`src/hw/rcl_params.svh`:
```
// register offsets, field positions and reset values for the rtc/cmos config block
`ifndef RCL_PARAMS_SVH
`define RCL_PARAMS_SVH
`define RCL_OFF_ACTIVATION 8'h30
`define RCL_OFF_B0_BASE_HI 8'h60
`define RCL_OFF_B0_BASE_LO 8'h61
`define RCL_OFF_B1_BASE_HI 8'h62
`define RCL_OFF_B1_BASE_LO 8'h63
`define RCL_OFF_REGION_LOCK 8'hF0
`define RCL_OFF_IDX_SHADOW 8'hF1
`define RCL_ACT_BANK0_BIT 0
`define RCL_ACT_BANK1_BIT 1
`define RCL_ACT_MASK 8'h03
`define RCL_BASE_HI_MASK 8'h0F
`define RCL_BASE_LO_MASK 8'hFE
`define RCL_LOCK_MASK 8'h0F
`define RCL_RST_ACTIVATION 8'h00
`define RCL_RST_BASE_HI 8'h00
`define RCL_RST_B0_BASE_LO 8'h70
`define RCL_RST_B1_BASE_LO 8'h74
`define RCL_RST_STBY_BASE_LO 8'h00
`define RCL_RST_LOCK 8'h00
`define RCL_LOCKED_READ 8'hFF
`endif

```
`src/hw/rcl_pkg.sv`:
```
// types shared by the rtc/cmos config block
package rcl_pkg;
   // which reset source is acting this cycle
   typedef enum logic [1:0] {
      RCL_RST_NONE,
      RCL_RST_SOFT,
      RCL_RST_MAIN,
      RCL_RST_STBY
   } rcl_rst_kind_t;
   // cmos access decoding
   typedef enum logic [1:0] {
      RCL_HIT_NONE,
      RCL_HIT_BANK0,
      RCL_HIT_BANK1
   } rcl_hit_t;
endpackage

```
`src/hw/rcl_cmos_if.sv`:
```
// signals between the cmos access gate and the region lock keeper
`timescale 1ns/10ps
interface rcl_cmos_if;
   logic [3:0] lock_bits;
   logic main_power_ok;
   logic [6:0] bank1_offset;
   logic blocked;
   modport gate (input lock_bits, input main_power_ok, input bank1_offset, output blocked);
   modport keeper (output lock_bits, output main_power_ok, output bank1_offset, input blocked);
endinterface

```
`src/hw/rcl_lock_gate.sv`:
```
// decides whether a bank 1 cmos access falls in a locked region
`timescale 1ns/10ps
module rcl_lock_gate (
   rcl_cmos_if.gate lk
);
   // region index is offset bits 6:5, four 32-byte blocks
   always_comb begin
      lk.blocked = lk.main_power_ok & lk.lock_bits[lk.bank1_offset[6:5]];
   end
endmodule // rcl_lock_gate

```
`src/hw/rcl_addr_match.sv`:
```
// matches a host i/o address against one bank's programmable base
`timescale 1ns/10ps
module rcl_addr_match (
   input wire logic enable,
   input wire logic [7:0] base_hi,
   input wire logic [7:0] base_lo,
   input wire logic [15:0] io_addr,
   output logic hit,
   output logic data_port
);
   // base is even aligned: index at base, data at base+1; upper address bits must be zero
   always_comb begin
      hit = enable && (io_addr[15:12] == 4'h0) && (io_addr[11:8] == base_hi[3:0])
         && (io_addr[7:1] == base_lo[7:1]);
      data_port = io_addr[0];
   end
endmodule // rcl_addr_match

```
`src/hw/rcl_config_regs.sv`:
```
// rtc/cmos configuration registers, base decode and bank 1 region lock
`timescale 1ns/10ps
`include "rcl_params.svh"

// Behaviour
// activation bit 0 enables clock and bank 0 decode, bit 1 enables bank 1 decode, bits 7:2 reserved.
// each bank's high base byte gives address bits 11:8 from its low nibble, upper nibble reads zero.
// each bank's low base byte gives address bits 7:1, bit 0 reads zero so bases are even.
// main, bus or soft reset loads low bases 0x70 and 0x74; standby power-on reset loads zero.
// lock bits 0 to 3 each lock one 32-byte region of bank 1, bits 7:4 reserved as zero.
// a set lock bit stays set and writing zero to it does nothing.
// lock bits clear on main power-on reset, loss of main power and bus reset.
// while main power is present, host access to a locked region is refused.
// the shadow register returns the bank 0 index register and ignores writes.
// soft reset keeps lock bits, locked writes are dropped and locked reads return all ones.
module rcl_config_regs #(
   parameter int INDEX_W = 7,
   parameter int LOCK_REGIONS = 4
) (
   core_clk,
   sys_rst,
   main_por,
   bus_rst,
   soft_rst,
   main_power_ok,
   cfg_addr,
   cfg_wdata,
   cfg_wr,
   cfg_rd,
   cfg_rdata,
   io_addr,
   io_wdata,
   io_wr,
   io_rd,
   io_rdata,
   io_hit,
   rtc_enable,
   cmos_wr,
   cmos_rd,
   cmos_bank,
   cmos_addr,
   cmos_wdata,
   cmos_rdata
);
   input wire logic core_clk;
   input wire logic sys_rst; // standby power-on reset, async
   input wire logic main_por;
   input wire logic bus_rst;
   input wire logic soft_rst;
   input wire logic main_power_ok;
   input wire logic [7:0] cfg_addr;
   input wire logic [7:0] cfg_wdata;
   input wire logic cfg_wr;
   input wire logic cfg_rd;
   output logic [7:0] cfg_rdata;
   input wire logic [15:0] io_addr;
   input wire logic [7:0] io_wdata;
   input wire logic io_wr;
   input wire logic io_rd;
   output logic [7:0] io_rdata;
   output logic io_hit;
   output logic rtc_enable;
   output logic cmos_wr;
   output logic cmos_rd;
   output logic cmos_bank;
   output logic [6:0] cmos_addr;
   output logic [7:0] cmos_wdata;
   input wire logic [7:0] cmos_rdata;

   // ----------------------------------------
   // state
   // ----------------------------------------
   logic [7:0] act_reg, act_next;
   logic [7:0] b0_hi_reg, b0_hi_next;
   logic [7:0] b0_lo_reg, b0_lo_next;
   logic [7:0] b1_hi_reg, b1_hi_next;
   logic [7:0] b1_lo_reg, b1_lo_next;
   logic [3:0] lock_reg, lock_next;
   logic [6:0] idx0_reg, idx0_next;
   logic [6:0] idx1_reg, idx1_next;
   logic [7:0] cfg_rdata_reg, cfg_rdata_next;
   logic [7:0] io_rdata_reg, io_rdata_next;
   logic io_hit_reg, io_hit_next;
   logic pend_rd_reg, pend_rd_next;
   logic pend_lock_reg, pend_lock_next;
   rcl_pkg::rcl_rst_kind_t rst_kind;
   logic hit0, hit1, dp0, dp1;

   // carrier between the lock state kept here and the region gate
   rcl_cmos_if lk_if ();

   // ----------------------------------------
   // elaboration checks and helpers
   // ----------------------------------------
   // index port, lock gate and carrier are sized for a 7-bit index and four regions
   if (INDEX_W != 7 || LOCK_REGIONS != 4) begin : g_bad_params
      $error("rcl_config_regs serves only INDEX_W 7 and LOCK_REGIONS 4");
   end

   // index-port access of one bank, shared by the index write and the index readback
   function automatic logic index_port(input logic hit, input logic dport);
      return hit & ~dport;
   endfunction

   // data-port access that may reach the cmos array; bank 0 wins and is never gated
   function automatic logic data_pass(input logic h0, input logic d0, input logic h1, input logic d1,
      input logic blk);
      return (h0 & d0) | (~h0 & h1 & d1 & ~blk);
   endfunction

   // ----------------------------------------
   // reset source priority
   // ----------------------------------------
   // main power-on dominates bus reset, which dominates soft reset
   always_comb begin
      if (main_por) begin
         rst_kind = rcl_pkg::RCL_RST_MAIN;
      end else if (bus_rst) begin
         rst_kind = rcl_pkg::RCL_RST_MAIN;
      end else if (soft_rst) begin
         rst_kind = rcl_pkg::RCL_RST_SOFT;
      end else begin
         rst_kind = rcl_pkg::RCL_RST_NONE;
      end
   end

   // ----------------------------------------
   // address decode
   // ----------------------------------------
   rcl_addr_match u_match0 (
      .enable(act_reg[`RCL_ACT_BANK0_BIT]),
      .base_hi(b0_hi_reg),
      .base_lo(b0_lo_reg),
      .io_addr(io_addr),
      .hit(hit0),
      .data_port(dp0)
   );

   rcl_addr_match u_match1 (
      .enable(act_reg[`RCL_ACT_BANK1_BIT]),
      .base_hi(b1_hi_reg),
      .base_lo(b1_lo_reg),
      .io_addr(io_addr),
      .hit(hit1),
      .data_port(dp1)
   );

   // lock gate looks at the bank 1 index being used for a data access
   // only bank 1 is gated; bank 0 has no lock bits at all
   assign lk_if.lock_bits = lock_reg;
   assign lk_if.main_power_ok = main_power_ok;
   assign lk_if.bank1_offset = idx1_reg;

   rcl_lock_gate u_gate (
      .lk(lk_if.gate)
   );

   // ----------------------------------------
   // cmos side strobes
   // ----------------------------------------
   // bank 0 has priority if software overlaps both bases
   always_comb begin
      cmos_bank = ~hit0 & hit1;
      cmos_addr = hit0 ? idx0_reg : idx1_reg;
      cmos_wdata = io_wdata;
      cmos_wr = io_wr & data_pass(hit0, dp0, hit1, dp1, lk_if.blocked);
      cmos_rd = io_rd & data_pass(hit0, dp0, hit1, dp1, lk_if.blocked);
   end

   // ----------------------------------------
   // next-state logic
   // ----------------------------------------
   always_comb begin
      act_next = act_reg;
      b0_hi_next = b0_hi_reg;
      b0_lo_next = b0_lo_reg;
      b1_hi_next = b1_hi_reg;
      b1_lo_next = b1_lo_reg;
      lock_next = lock_reg;
      idx0_next = idx0_reg;
      idx1_next = idx1_reg;
      cfg_rdata_next = cfg_rdata_reg;
      io_rdata_next = io_rdata_reg;
      io_hit_next = 1'b0;
      pend_rd_next = 1'b0;
      pend_lock_next = 1'b0;
      // register writes
      if (cfg_wr) begin
         case (cfg_addr)
            `RCL_OFF_ACTIVATION: act_next = cfg_wdata & `RCL_ACT_MASK;
            `RCL_OFF_B0_BASE_HI: b0_hi_next = cfg_wdata & `RCL_BASE_HI_MASK;
            `RCL_OFF_B0_BASE_LO: b0_lo_next = cfg_wdata & `RCL_BASE_LO_MASK;
            `RCL_OFF_B1_BASE_HI: b1_hi_next = cfg_wdata & `RCL_BASE_HI_MASK;
            `RCL_OFF_B1_BASE_LO: b1_lo_next = cfg_wdata & `RCL_BASE_LO_MASK;
            `RCL_OFF_REGION_LOCK: lock_next = lock_reg | cfg_wdata[3:0];
            default: begin
               // shadow and unmapped offsets ignore writes
            end
         endcase
      end
      // register reads, data in the following cycle
      if (cfg_rd) begin
         case (cfg_addr)
            `RCL_OFF_ACTIVATION: cfg_rdata_next = act_reg;
            `RCL_OFF_B0_BASE_HI: cfg_rdata_next = b0_hi_reg;
            `RCL_OFF_B0_BASE_LO: cfg_rdata_next = b0_lo_reg;
            `RCL_OFF_B1_BASE_HI: cfg_rdata_next = b1_hi_reg;
            `RCL_OFF_B1_BASE_LO: cfg_rdata_next = b1_lo_reg;
            `RCL_OFF_REGION_LOCK: cfg_rdata_next = {4'h0, lock_reg};
            `RCL_OFF_IDX_SHADOW: cfg_rdata_next = {1'b0, idx0_reg};
            default: cfg_rdata_next = 8'h00;
         endcase
      end
      // host i/o: index ports load the index, data ports pass to cmos
      if (index_port(hit0, dp0) && io_wr) begin
         idx0_next = io_wdata[6:0];
      end else if (!hit0 && index_port(hit1, dp1) && io_wr) begin
         idx1_next = io_wdata[6:0];
      end
      if (io_rd && (hit0 || hit1)) begin
         io_hit_next = 1'b1;
         if (index_port(hit0, dp0)) begin
            io_rdata_next = {1'b0, idx0_reg};
         end else if (!hit0 && index_port(hit1, dp1)) begin
            io_rdata_next = {1'b0, idx1_reg};
         end else begin
            pend_rd_next = 1'b1;
            pend_lock_next = !hit0 && lk_if.blocked;
         end
      end
      // cmos data arrives the cycle after the strobe; locked reads give all ones
      if (pend_rd_reg) begin
         io_rdata_next = pend_lock_reg ? `RCL_LOCKED_READ : cmos_rdata;
      end
      // soft reset restores configuration but keeps lock bits
      if (rst_kind == rcl_pkg::RCL_RST_SOFT) begin
         act_next = `RCL_RST_ACTIVATION;
         b0_hi_next = `RCL_RST_BASE_HI;
         b0_lo_next = `RCL_RST_B0_BASE_LO;
         b1_hi_next = `RCL_RST_BASE_HI;
         b1_lo_next = `RCL_RST_B1_BASE_LO;
         lock_next = lock_reg;
      end else if (rst_kind == rcl_pkg::RCL_RST_MAIN) begin
         // main power-on and bus reset also drop the locks, beating a same-cycle set
         act_next = `RCL_RST_ACTIVATION;
         b0_hi_next = `RCL_RST_BASE_HI;
         b0_lo_next = `RCL_RST_B0_BASE_LO;
         b1_hi_next = `RCL_RST_BASE_HI;
         b1_lo_next = `RCL_RST_B1_BASE_LO;
         lock_next = 4'(`RCL_RST_LOCK);
      end
      // losing main power drops every lock
      if (!main_power_ok) begin
         lock_next = 4'(`RCL_RST_LOCK);
      end
   end

   // ----------------------------------------
   // registers
   // ----------------------------------------
   // sys_rst is the standby power-on reset: low bases come up zero
   // indexes and locks clear with it, so nothing stale survives a standby cycle
   always_ff @(posedge core_clk or posedge sys_rst) begin
      if (sys_rst) begin
         act_reg <= `RCL_RST_ACTIVATION;
         b0_hi_reg <= `RCL_RST_BASE_HI;
         b0_lo_reg <= `RCL_RST_STBY_BASE_LO;
         b1_hi_reg <= `RCL_RST_BASE_HI;
         b1_lo_reg <= `RCL_RST_STBY_BASE_LO;
         lock_reg <= 4'h0;
         idx0_reg <= 7'h00;
         idx1_reg <= 7'h00;
         cfg_rdata_reg <= 8'h00;
         io_rdata_reg <= 8'h00;
         io_hit_reg <= 1'b0;
         pend_rd_reg <= 1'b0;
         pend_lock_reg <= 1'b0;
      end else begin
         act_reg <= act_next;
         b0_hi_reg <= b0_hi_next;
         b0_lo_reg <= b0_lo_next;
         b1_hi_reg <= b1_hi_next;
         b1_lo_reg <= b1_lo_next;
         lock_reg <= lock_next;
         idx0_reg <= idx0_next;
         idx1_reg <= idx1_next;
         cfg_rdata_reg <= cfg_rdata_next;
         io_rdata_reg <= io_rdata_next;
         io_hit_reg <= io_hit_next;
         pend_rd_reg <= pend_rd_next;
         pend_lock_reg <= pend_lock_next;
      end
   end

   // ----------------------------------------
   // outputs
   // ----------------------------------------
   // data outputs straight from flops, so no decode glitch reaches the host
   assign cfg_rdata = cfg_rdata_reg;
   assign io_rdata = io_rdata_reg;
   assign io_hit = io_hit_reg;
   assign rtc_enable = act_reg[`RCL_ACT_BANK0_BIT];
endmodule // rcl_config_regs

```
`config.mk`:
```
export PLATFORM = sky130hd
export DESIGN_NAME = rcl_config_regs
export DESIGN_NICKNAME = d
export VERILOG_FILES = /design/src/hw/rcl_pkg.sv /design/src/hw/rcl_cmos_if.sv /design/src/hw/rcl_lock_gate.sv /design/src/hw/rcl_addr_match.sv /design/src/hw/rcl_config_regs.sv
export VERILOG_INCLUDE_DIRS = /design/src /design/src/hw
export SDC_FILE = /design/constraint.sdc
export NUM_CORES = 1
export LEC_CHECK = 0
export ABC_AREA = 1
export BUFFER_PORTS_ARGS = -buffer_cell sky130_fd_sc_hd__buf_2
export CORE_MARGIN = 4
export CORE_UTILIZATION = 45
export DETAILED_ROUTE_END_ITERATION = 6
export PLACE_DENSITY = 0.72
export SYNTH_ARGS = -nofsm -noshare
export SYNTH_HDL_FRONTEND = slang
export SYNTH_SLANG_ARGS = --single-unit
```
`constraint.sdc`:
```
create_clock -name core_clk -period 1.65 [get_ports core_clk]
set_input_delay 0.2475 -clock core_clk [delete_from_list [all_inputs] [get_ports core_clk]]
set_output_delay 0.2475 -clock core_clk [all_outputs]
set_load 0.005 [all_outputs]
```
# After elaboration in Yosys (flattened, before gate mapping)
# Cells that the tools add are included.
[classes] order_cmp=1 n_eq_ne=16 muxes=44 n_bitwise=15 n_reduce_logical=30
[op_table] cell="$mux 8" n=25
[op_table] cell="$pmux 8 s7" n=1
[op_table] cell="$eq 8x7->1 const B" n=4
[op_table] cell="$reduce_bool 3->1" n=7
[op_table] cell="$mux 4" n=5
[op_table] cell="$eq 8x8->1 const B" n=2
[op_table] cell="$eq 7x7->1" n=2
[op_table] cell="$reduce_and 2->1" n=7
[op_table] cell="$logic_and 1x1->1" n=11
[op_table] cell="$and 1x1->1" n=9
[op_table] cell="$mux 1" n=9
[op_table] cell="$eq 4x4->1" n=2
[op_table] cell="$eq 8x6->1 const B" n=1
[op_table] cell="$mux 7" n=1
[op_table] cell="$ne 3x1->1 const B" n=2
[op_table] cell="$logic_not 4->1" n=1
[op_table] cell="$mux 2" n=2
[op_table] cell="$not 1->1" n=4
[op_table] cell="$or 4x4->4" n=1
[op_table] cell="$lt 2x3->1 const B" n=1
[op_table] cell="$reduce_and 3->1" n=1
[op_table] cell="$bmux 1 s2" n=1
[op_table] cell="$eq 2x1->1 const B" n=1
[op_table] cell="$eq 2x2->1 const B" n=1
[op_table] cell="other kinds (5)" n=5
[totals] register_bits=77 output_inout_bits=36

# Longest topological paths before layout
# Gate-level depths: netlist of run 1.
[logic_depth] ltp_word=10 mapped_depth=12 mapped_depth_nobuf=12

# Cells and area by module
# Synthesis of run 1 repeated with hierarchy kept, for this count alone.
[unflattened] cells_unflattened=538 hier_area_um2=3737.3
[modules_own_cells] module="rcl_config_regs" n_inst=1 cells_per_inst=406 area_per_inst_um2=3183.1
[modules_own_cells] module="rcl_addr_match" n_inst=2 cells_per_inst=59 area_per_inst_um2=249.0
[modules_own_cells] module="rcl_lock_gate" n_inst=1 cells_per_inst=14 area_per_inst_um2=56.3

# Least setup slack after synthesis of run 1
# OpenSTA, ideal clock, no wires.
[synth_timing] path_type="flip-flop to output port" from="reg b0_lo_reg[2]" to="out cmos_addr[0]" arrival_ps=1376 required_time_ps=1402 slack_ps=26 stages_incl_launch_ff=9 path_buffers=1 cell_sequence="dfrtp_1 inv_1 nand2_1 nand2_1 nand3_1 nor2_4 nand2_4 clkbuf_1 o21ai_0"
[synth_between] elab_chain_cells=3
[synth_lines] item="start, declared" line="rcl_config_regs.sv:75" text="logic [7:0] b0_lo_reg, b0_lo_next;"
[synth_lines] item="start signal, assigned" line="rcl_config_regs.sv:267" text="b0_lo_reg <= `RCL_RST_STBY_BASE_LO;"
[synth_lines] item="start signal, assigned" line="rcl_config_regs.sv:281" text="b0_lo_reg <= b0_lo_next;"
[synth_lines] item="$eq 7x7->1" line="rcl_addr_match.sv:14" text="&& (io_addr[7:1] == base_lo[7:1]);"
[synth_lines] item="$logic_and 1x1->1" line="rcl_addr_match.sv:14"
[synth_lines] item="$mux 7" line="rcl_config_regs.sv:164" text="cmos_addr = hit0 ? idx0_reg : idx1_reg;"
[synth_lines] item="end, declared" line="rcl_config_regs.sv:66" text="output logic [6:0] cmos_addr;"
# Every way passes these cells.

# Worst setup path after layout of run 1
[layout_timing] from="reg b0_lo_reg[1]" to="out cmos_rd"
[layout_between] elab_chain_cells=8 word_cells_on_any_way=9
[layout_lines] item="$eq 7x7->1 *" line="rcl_addr_match.sv:14"
[layout_lines] item="$logic_and 1x1->1 *" line="rcl_addr_match.sv:14"
[layout_lines] item="$not 1->1" line="rcl_config_regs.sv:108" text="return (h0 & d0) | (~h0 & h1 & d1 & ~blk);"
[layout_lines] item="$and 1x1->1 (3 in a row)" line="rcl_config_regs.sv:108"
[layout_lines] item="$or 1x1->1 *" line="rcl_config_regs.sv:108"
[layout_lines] item="$and 1x1->1 *" line="rcl_config_regs.sv:167" text="cmos_rd = io_rd & data_pass(hit0, dp0, hit1, dp1, lk_if.blocked);"
[layout_lines] item="end, declared" line="rcl_config_regs.sv:64" text="output logic cmos_rd;"
# Every way passes the cells marked *; elsewhere a longest branch is shown, timed or not.

==> results.toml, run 1 <==
[clock_network]
h-tree-depth = 3
cts_root_buf = "clkbuf_8"
clk_latency_ns = 0.34
clock_sinks = 61
ctsHoldBuffers = 0
clk_pin_slew_ns = 0.08
cts_made_buffers = 9
ctsLongestPathBuffers = 2
cts_tree = "built"

[yosys]
synth.distinct_cells = 29
synth-xor-area-share_pct = 0.243
async_flop_share_pct = 100
synthMuxAreaShare_pct = 0
syn_area_per_cell_um2 = 6.83
synth_top_family_by_area = "simple AND/OR/NAND/NOR gates"
synthSimpleGateAreaFrac_pct = 34.2
yosys.area_share.adder_pct = 0
synth_area_mm2 = 0.00360
syn_inst = 527
synth-main-ff-cell = "dfrtp_1"
synthesis.nets = 585
ys_seq_area_share_pct = 42.4
synth-seq-cells = 61
synth_warnings = 0
synth_edf_count = 0
synth-compound-area-share_pct = 12.8

[critical_path]
arrival_ns = 1.87
crit_family = "simple AND/OR/NAND/NOR gates"
crit_required_ns = 1.40
path_class = "reg2out"
cpPeakStageDelay_ns = 0.41
r2r-start = "b0_lo_reg[1]"
crit_chain = "inv_2 > nand2_2 > nand2_1 > nor2_1 > nand2_1 > nor2_4 > nand2_4 > a21boi_2 > nand2_2 > nor2_2 > buf_2"
path_max_fanout = 4
critPathBufInv = 2
worstSetupStartpointType = "register"
startpoint = "b0_lo_reg[1]"
crit_path_top_delay_cell = "dfrtp_1"
worstSetupEndpointType = "output pin"

[die]
io_pins = 94
die_area_mm2 = 0.00949
core_area_mm2 = 0.00777
die_h_um = 97.4
dieWidth_um = 97.4
rows = 32
start_util_pct = 46.3

[route]
drc = 0
vias = 4089
wire_per_inst_um = 15.1
vias_per_cell = 5.14
drtPass1Iterations = 6
ant_nets = 0
finalWirelength_mm = 12.0
drt_iter0_markers = 244

[pwr]
power_mw = 3.45
p_switching_mw = 0.887
p_seq_share_pct = 44.5
sw_frac_of_total_pct = 25.7
ir_worst_vdd_mv = 0.395
p_leak_nw = 2.77
powerDensity_mw_per_mm2 = 669
pwr-share-comb_pct = 11.5
p_int_mw = 2.57
power.share.clock_pct = 44.0

[status]
outcome = "complete, but fails checks"
failed_checks = "hold timing, setup timing"

[cells_and_area]
finalNetCount = 746
diodes = 0
design_area_mm2 = 0.00516
layout-drive-gt1-share_pct = 36.4
area_delta_synth_final_pct = 43.5

[global_route]
first_global_vias = 4017
antenna_found_initial = 0
grt-ovfl-total = 0
grtUsageTotal_pct = 25.5
grt_max_degree = 62
grt_pass1_wl_mm = 19.6

[placed_design]
routabilityCongestion = 0.962
portBuffers = 91
place_area_mm2 = 0.00452
dp_hpwl_mm = 8.77

[timing]
postLayoutSetupSlackWorst_ns = -0.472
rsz0062_at_grt = "yes"
slew_headroom_pct = 54.4
fin_worst_skew_ns = 0.0117
worstMarginPinSlew_ns = 0.683
period_share_pct = 129
clock.fmax_ghz = 0.471
timing.final.max_slew_violations = 0
setup_viol = 25
whs_ns = -0.00410
fin_crit_ns = 2.12
final_hold_viol_count = 13
setup_tns_ns = -6.77

[run]
cap_violations = 0

[hold_path]
hold_class = "in2async"
## what timing repair did
| item | in CTS | in global routing |
|---|---|---|
| gates resized for setup | 47 | 50 |
| buffers inserted | 17 | 11 |
| pin swaps | 18 | 20 |
| endpoints found under the setup margin | 24 | 35 |
| cloned | 1 | 1 |
## final timing paths
path	endpoint	slack, ns	cells after the start
min in group core_clk	io_rdata[7]	0.13	3
max reg2reg	io_rdata[2]	-0.25	15
max in group asynchronous	b0_hi_reg[0]	1.39	3
max	cmos_rd	-0.47	11
min reg2reg	cfg_rdata[1]	0.47	2
min	b1_lo_reg[6]	-0.004	3
## worst register-to-register path: stages, from the launching register on
cell     delay [ns]
dfrtp_1        0.41
inv_2          0.06
nand2_2        0.06
nand2_1        0.05
nor2_1         0.09
nand2_1        0.09
nor2_4         0.18
buf_6          0.12
buf_6          0.08
buf_6          0.10
buf_4          0.10
buf_4          0.11
nand4_1        0.10
nand3_1        0.13
nand3_2        0.09
nand2_1        0.06
## stage by stage
step                      setup slack (ns)  cells  utilization (%)  hold WS [ns]
after floorplan                     0.0260    527                -         0.357
after global placement              -0.133    760             58.2         0.360
after detailed placement            -0.171    760             58.2         0.367
after CTS                           -0.468    791             64.1       0.00344
after global routing                -0.588    795             66.5        0.0274
final                               -0.472    795             66.5      -0.00410
## cell usage after synthesis (4+ instances only)
library cell	number	share of area, %
o22ai_1	9	1.6
nand3_1	38	5.3
o21ai_0	53	7.4
nand4_1	8	1.4
inv_1	75	7.8
nand2_1	189	20
clkbuf_1	4	0.42
nor2_1	41	4.3
a21oi_1	13	1.8
buf_4	8	1.7
dfrtp_1	61	42
## logic make-up (layout without fill, tap and decap cells)
family,Yosys count,count (layout)
simple gates,290,291
buf+inv,91,256
compound gates,84,84
flops,61,61
xor+xnor,1,1
## cell usage in the layout (no fill, tap or decap), drive strengths merged
master and instances:
nand2 192, buf 162, inv 76, dfrtp 61, o21ai 55, nor2 44
nand3 40, a21oi 14, clkbuf 10, o22ai 9, nand4 9, clkinv 4
nor3 3, o211ai 3, or2 2, clkinvlp 2, bufinv 2, a21boi 2
nor4 1, xnor2 1, o21a 1
## metal layers
layer / global-route usage (%) / up-vias / share of wire, %
li1: - / 1993 / -
met1: 35.3 / 1911 / 46
met2: 40.9 / 160 / 46
met3: 3.80 / 25 / 5.7
met4: 8.73 / 0 / 2.2
met5: 0 / - / 0
## final cells by class
class                      count  area, um2
fill                         699       2600
multi-input combinational    376       1950
sequential                    61       1530
timing repair buffer         162       1040
inverter                      78        297
clock buffer                  10        138
tap                          102        128
clock inverter                 6       86.3
## power groups by stage
stage | clock, mW | sequential [mW] | combinational (mW)
finish | 1.52 | 1.54 | 0.398
global route | 1.60 | 1.54 | 0.443
CTS | 1.54 | 1.53 | 0.376
detailed placement | 0 | 1.56 | 0.359
global placement | 0 | 1.56 | 0.356
floorplan | 0 | 1.56 | 0.169
Note: power is estimated with default switching activity, not from simulation.
==> run 2: changes to the inputs <==
--- a/config.mk
+++ b/config.mk
@@ -8,9 +8,11 @@
 export LEC_CHECK = 0
 export ABC_AREA = 1
 export BUFFER_PORTS_ARGS = -buffer_cell sky130_fd_sc_hd__buf_2
+export CAP_MARGIN = 0
 export CORE_MARGIN = 4
 export CORE_UTILIZATION = 45
 export DETAILED_ROUTE_END_ITERATION = 6
+export GPL_TIMING_DRIVEN = 0
 export PLACE_DENSITY = 0.72
 export SYNTH_ARGS = -nofsm -noshare
 export SYNTH_HDL_FRONTEND = slang
==> results.toml, run 2 (synthesized netlist as in run 1, its figures left out) <==
[cells_and_area]
finalNetCount = 723
design_area_mm2 = 0.00490
final_cell_mix = "174 x nand2_1, 92 x buf_2, 69 x inv_1"
regArea_mm2 = 0.00153
layout-drive-gt1-share_pct = 29.9
instances_no_fill = 772
multi_input_area_mm2 = 0.00185
area_delta_synth_final_pct = 36.1
diodes = 0
fill_cells = 748
final_common_cell = "nand2_1"

[pwr]
p_seq_share_pct = 44.6
pwr-share-comb_pct = 10.7
p_switching_mw = 0.855
p_int_mw = 2.59
sw_frac_of_total_pct = 24.8
p_leak_nw = 2.61
ir_worst_vdd_mv = 0.375
powerDensity_mw_per_mm2 = 704
power.share.clock_pct = 44.7

[die]
die_area_mm2 = 0.00949
die_h_um = 97.4
start_util_pct = 46.3
dieWidth_um = 97.4
rows = 32
io_pins = 94
core_area_mm2 = 0.00777

[route]
drt_iter0_markers = 236
drc = 0
vias = 3901
drtPass1Iterations = 6
wire_per_inst_um = 14.7
ant_nets = 0
vias_per_cell = 5.05
finalWirelength_mm = 11.3

[clock_network]
ctsLongestPathBuffers = 2
cts_tree = "built"
clk_pin_slew_ns = 0.07
clock_sinks = 61
h-tree-depth = 3
clk_latency_ns = 0.35
cts_root_buf = "clkbuf_8"
cts_made_buffers = 9

[placed_design]
place_inst = 721
place_area_mm2 = 0.00419
dp_hpwl_mm = 8.16
portBuffers = 92
routabilityCongestion = 0.953

[critical_path]
worstSetupStartpointType = "register"
path_class = "reg2out"
path_max_fanout = 5
worstSetupEndpointType = "output pin"
crit_required_ns = 1.40
arrival_ns = 1.83

[timing]
worstMarginPinSlew_ns = 1.09
setup_viol = 19
postLayoutSetupSlackWorst_ns = -0.429
clock.fmax_ghz = 0.481
slew_headroom_pct = 26.8
fin_worst_skew_ns = 0.00969
fin_crit_ns = 2.08
period_share_pct = 126
final_hold_viol_count = 0
rsz0062_at_grt = "yes"
timing.final.max_slew_violations = 0

[global_route]
grt-ovfl-total = 0
antenna_found_initial = 0
grtUsageTotal_pct = 23.9
grt_max_degree = 62
grt_pass1_wl_mm = 18.3
first_global_vias = 3717

[status]
outcome = "complete, but fails checks"
failed_checks = "setup timing"

[hold_path]
hold_class = "in2reg"

[run]
cap_violations = 0
run 2: cell count changes in the layout (fill, tap and decap cells not counted), moves of 2 or more:
cell | before | now
o21ai_2 | 8 | 2
buf_6 | 8 | 2
clkbuf_1 | 0 | 3
nand3_1 | 19 | 34
nand2_1 | 169 | 174
nand2_2 | 19 | 13
o21ai_1 | 8 | 12
nand3_2 | 17 | 2
o21ai_0 | 39 | 41
buf_4 | 61 | 38
run 2: power groups by stage:
stage,Combinational (mW),Sequential (mW),Clock (mW)
after global routing,0.417,1.54,1.62
after floorplan,0.169,1.56,0
final,0.370,1.54,1.54
after detailed placement,0.317,1.56,0
after global placement,0.313,1.56,0
after CTS,0.345,1.54,1.54
run 2: worst paths after layout:
kind	depth (start not counted)	endpoint	start	slack (ns)
worst max-delay path	11	cmos_rd	b0_lo_reg[6]	-0.43
worst min-delay path	3	io_rdata[7]	cmos_rdata[7]	0.12
worst max register to register	15	cfg_rdata[7]	b1_lo_reg[7]	-0.41
worst min register to register	2	cfg_rdata[7]	cfg_rdata[7]	0.47
max in group asynchronous	4	b1_hi_reg[2]	sys_rst	0.55
min in group asynchronous	3	io_rdata[6]	sys_rst	0.52
run 2: critical path, cell delays in order (launching register included):
cell	delay [ns]
dfrtp_1	0.39
inv_1	0.07
nand2_1	0.07
nand2_1	0.06
nor2_1	0.09
nand2_1	0.09
nor2_4	0.13
nand2_4	0.10
a21boi_4	0.19
nand2_2	0.08
nor2_2	0.09
buf_2	0.11
run 2: per-layer routing:
metal | GRT usage, % | wire [um] | up-vias
met2 | 36.3 | 5210 | 143
met4 | 9.48 | 238 | 0
met1 | 34.3 | 5140 | 1794
li1 | - | - | 1946
met5 | 0 | 0 | -
met3 | 3.66 | 763 | 18
run 2: cell type report:
cell class / instances / area share, %
Sequential cell: 61 / 31.2
Tap cell: 102 / 2.61
Timing Repair Buffer: 127 / 15.8
Clock inverter: 4 / 1.43
Multi-Input combinational cell: 375 / 37.8
Clock buffer: 12 / 3.17
Inverter: 78 / 6.06
Buffer: 13 / 1.92
run 2: what timing repair did:
| item | 4_1_cts | 5_1_grt |
|---|---|---|
| hold endpoints to repair | 0 | 12 |
| setup buffers | 29 | 5 |
| setup endpoints to repair | 33 | 45 |
| resized for setup | 33 | 33 |
| pin swaps | 18 | 17 |
| hold buffers | 0 | 1 |
| gates cloned | 0 | 1 |
run 2: through the flow:
step | power [mW] | setup slack, ns | util [%] | TNS [ns] | hold WS (ns)
after floorplan | 1.73 | 0.0260 | - | 0 | 0.357
after global placement | 1.88 | -0.374 | 53.9 | -9.15 | 0.456
after detailed placement | 1.88 | -0.413 | 53.9 | -10.23 | 0.461
after CTS | 3.42 | -0.451 | 60.7 | -4.61 | 0.113
after global routing | 3.58 | -0.581 | 63.0 | -9.30 | 0.113
final | 3.45 | -0.429 | 63.0 | -5.22 | 0.120
==> run 3: changes to the inputs <==
--- a/config.mk
+++ b/config.mk
@@ -10,10 +10,11 @@
 export BUFFER_PORTS_ARGS = -buffer_cell sky130_fd_sc_hd__buf_2
 export CAP_MARGIN = 0
 export CORE_MARGIN = 4
-export CORE_UTILIZATION = 45
+export CORE_UTILIZATION = 48
 export DETAILED_ROUTE_END_ITERATION = 6
 export GPL_TIMING_DRIVEN = 0
-export PLACE_DENSITY = 0.72
+export PLACE_DENSITY = 0.76
+export RECOVER_POWER = 100
 export SYNTH_ARGS = -nofsm -noshare
 export SYNTH_HDL_FRONTEND = slang
 export SYNTH_SLANG_ARGS = --single-unit
==> results.toml, run 3 (synthesized netlist as in run 1, its figures left out) <==
[global_route]
antenna_found_initial = 0
grt_max_degree = 62
grt-ovfl-total = 0
grtUsageTotal_pct = 26.7
grt_pass1_wl_mm = 18.4
first_global_vias = 3804

[hold_path]
hold_path_depth = 3
hold_class = "in2reg"
min_to = "io_rdata[7]"
hold_path.startpoint = "cmos_rdata[7]"

[timing]
timing.final.max_slew_violations = 0
fin_worst_skew_ns = 0.00722
postLayoutSetupSlackWorst_ns = -0.450
slew_headroom_pct = 17.7
setup_viol = 34
final_hold_viol_count = 0
worstMarginPinSlew_ns = 1.23
clock.fmax_ghz = 0.476
period_share_pct = 127
rsz0062_at_grt = "yes"
fin_crit_ns = 2.10

[cells_and_area]
instances_no_fill = 775
diodes = 0
regArea_mm2 = 0.00153
final_cell_mix = "168 x nand2_1, 81 x buf_2, 64 x inv_1"
design_area_mm2 = 0.00502
layout-drive-gt1-share_pct = 33.3
area_delta_synth_final_pct = 39.6
finalNetCount = 729
multi_input_area_mm2 = 0.00195
final_common_cell = "nand2_1"
fill_cells = 634
fin_util_pct = 69.3

[clock_network]
cts_root_buf = "clkbuf_8"
cts_made_buffers = 9
cts_tree = "built"
clk_latency_ns = 0.35
clock_sinks = 61
clk_pin_slew_ns = 0.07
h-tree-depth = 3
ctsHoldBuffers = 0
ctsLongestPathBuffers = 2

[pwr]
power_mw = 3.26
p_leak_nw = 2.62
ir_worst_vdd_mv = 0.365
powerDensity_mw_per_mm2 = 648
p_switching_mw = 0.851
pwr-share-comb_pct = 11.8
p_seq_share_pct = 47.2
power.share.clock_pct = 41.0
sw_frac_of_total_pct = 26.1
p_int_mw = 2.40

[critical_path]
r2r-start = "b1_lo_reg[7]"
arrival_ns = 1.85
critPathBufInv = 2
path_max_fanout = 6
r2r_cells = 13
worstSetupStartpointType = "register"
cpPeakStageDelay_ns = 0.41
r2r_end = "idx1_reg[3]"
crit_required_ns = 1.40
crit_chain = "inv_2 > nand2_2 > nand2_1 > nor2_1 > nand2_1 > nor2_4 > nand2_4 > a21boi_4 > nand2_2 > nor2_2 > buf_2"
path_class = "reg2out"
crit_path_top_delay_cell = "dfrtp_1"
worstSetupEndpointType = "output pin"
crit_family = "simple AND/OR/NAND/NOR gates"
r2r_setup_slack_ns = -0.26

[die]
start_util_pct = 49.6
core_area_mm2 = 0.00725
rows = 31
die_h_um = 94.6
dieWidth_um = 94.6
die_area_mm2 = 0.00895
io_pins = 94

[route]
drc = 0
wire_per_inst_um = 15.1
ant_nets = 0
drt_iter0_markers = 284
wl_met1_mm = 5.09
vias_per_cell = 5.26
route.met3.wl_um = 806
dr_wl_met2_mm = 5.48
drtPass1Iterations = 5
topRoutingLayerUsed = "met4"
vias = 4073
finalWirelength_mm = 11.7

[placed_design]
dp_hpwl_mm = 8.20
place_inst = 718
routabilityCongestion = 0.951
place_area_mm2 = 0.00419
portBuffers = 92
dp_slack_ns = -0.347

[status]
outcome = "complete, but fails checks"
failed_checks = "setup timing"

[run]
cap_violations = 0
## run 3: changes by cell type in the layout (fill, tap and decap cells not counted), sizes merged
cell and delta:
buf -8, bufinv -1, clkbuf +14, clkinvlp +1, dlygate4sd3 -1, nand3 +1
## run 3: routing by layer
layer / global-route usage (%) / vias up
li1: - / 1955
met3: 3.27 / 28
met4: 11.8 / 0
met2: 42.3 / 180
met1: 36.8 / 1910
met5: 0 / -
## run 3: power groups by stage
| stage | Sequential [mW] | Clock, mW | Combinational (mW) |
|---|---|---|---|
| floorplan | 1.56 | 0 | 0.169 |
| global placement | 1.56 | 0 | 0.313 |
| detailed placement | 1.56 | 0 | 0.316 |
| CTS | 1.54 | 1.34 | 0.364 |
| global route | 1.54 | 1.40 | 0.433 |
| finish | 1.54 | 1.33 | 0.384 |
## run 3: area by class of cell
type | count | share of cell area, %
Buffer | 13 | 2.02
Clock buffer | 12 | 2.89
Clock inverter | 4 | 0.946
Inverter | 78 | 5.85
Multi-Input combinational cell | 376 | 38.8
Sequential cell | 61 | 30.4
Tap cell | 99 | 2.47
Timing Repair Buffer | 132 | 16.6
## run 3: through the flow
step | hold slack (ns) | TNS, ns
2_1_floorplan | 0.357 | 0
3_3_place_gp | 0.457 | -8.57
3_5_place_dp | 0.462 | -10.15
4_1_cts | 0.109 | -6.84
5_1_grt | 0.154 | -12.26
6_report | 0.117 | -6.82
## run 3: timing repair
action,in CTS,in global routing
buffers inserted,43,7
endpoints found under the setup margin,32,49
gates cloned,2,1
gates resized for setup,68,59
pin swaps,22,31
## run 3: worst max-delay path by stage
stage | depth (start not counted) | start | slack (ns) | to
after floorplan | 8 | b0_lo_reg[2] | 0.03 | cmos_addr[0]
after global placement | 10 | b0_lo_reg[1] | -0.34 | cmos_addr[6]
after detailed placement | 10 | io_addr[15] | -0.35 | cmos_addr[6]
after CTS | 11 | b0_lo_reg[1] | -0.46 | cmos_rd
after global routing | 11 | b0_hi_reg[0] | -0.59 | cmos_rd
final | 11 | b0_lo_reg[7] | -0.45 | cmos_rd
## run 3: worst reg2reg max path, stage by stage, from the launching register on
cell and delay [ns]:
dfrtp_1 0.41, nand2_1 0.07, o21ai_0 0.07, nor2_1 0.14, nand2_1 0.08, nor2_2 0.12, nand2_2 0.12, buf_6 0.14
a21oi_4 0.15, buf_6 0.12, buf_6 0.12, buf_6 0.12, nand3_1 0.07, nand2_1 0.11
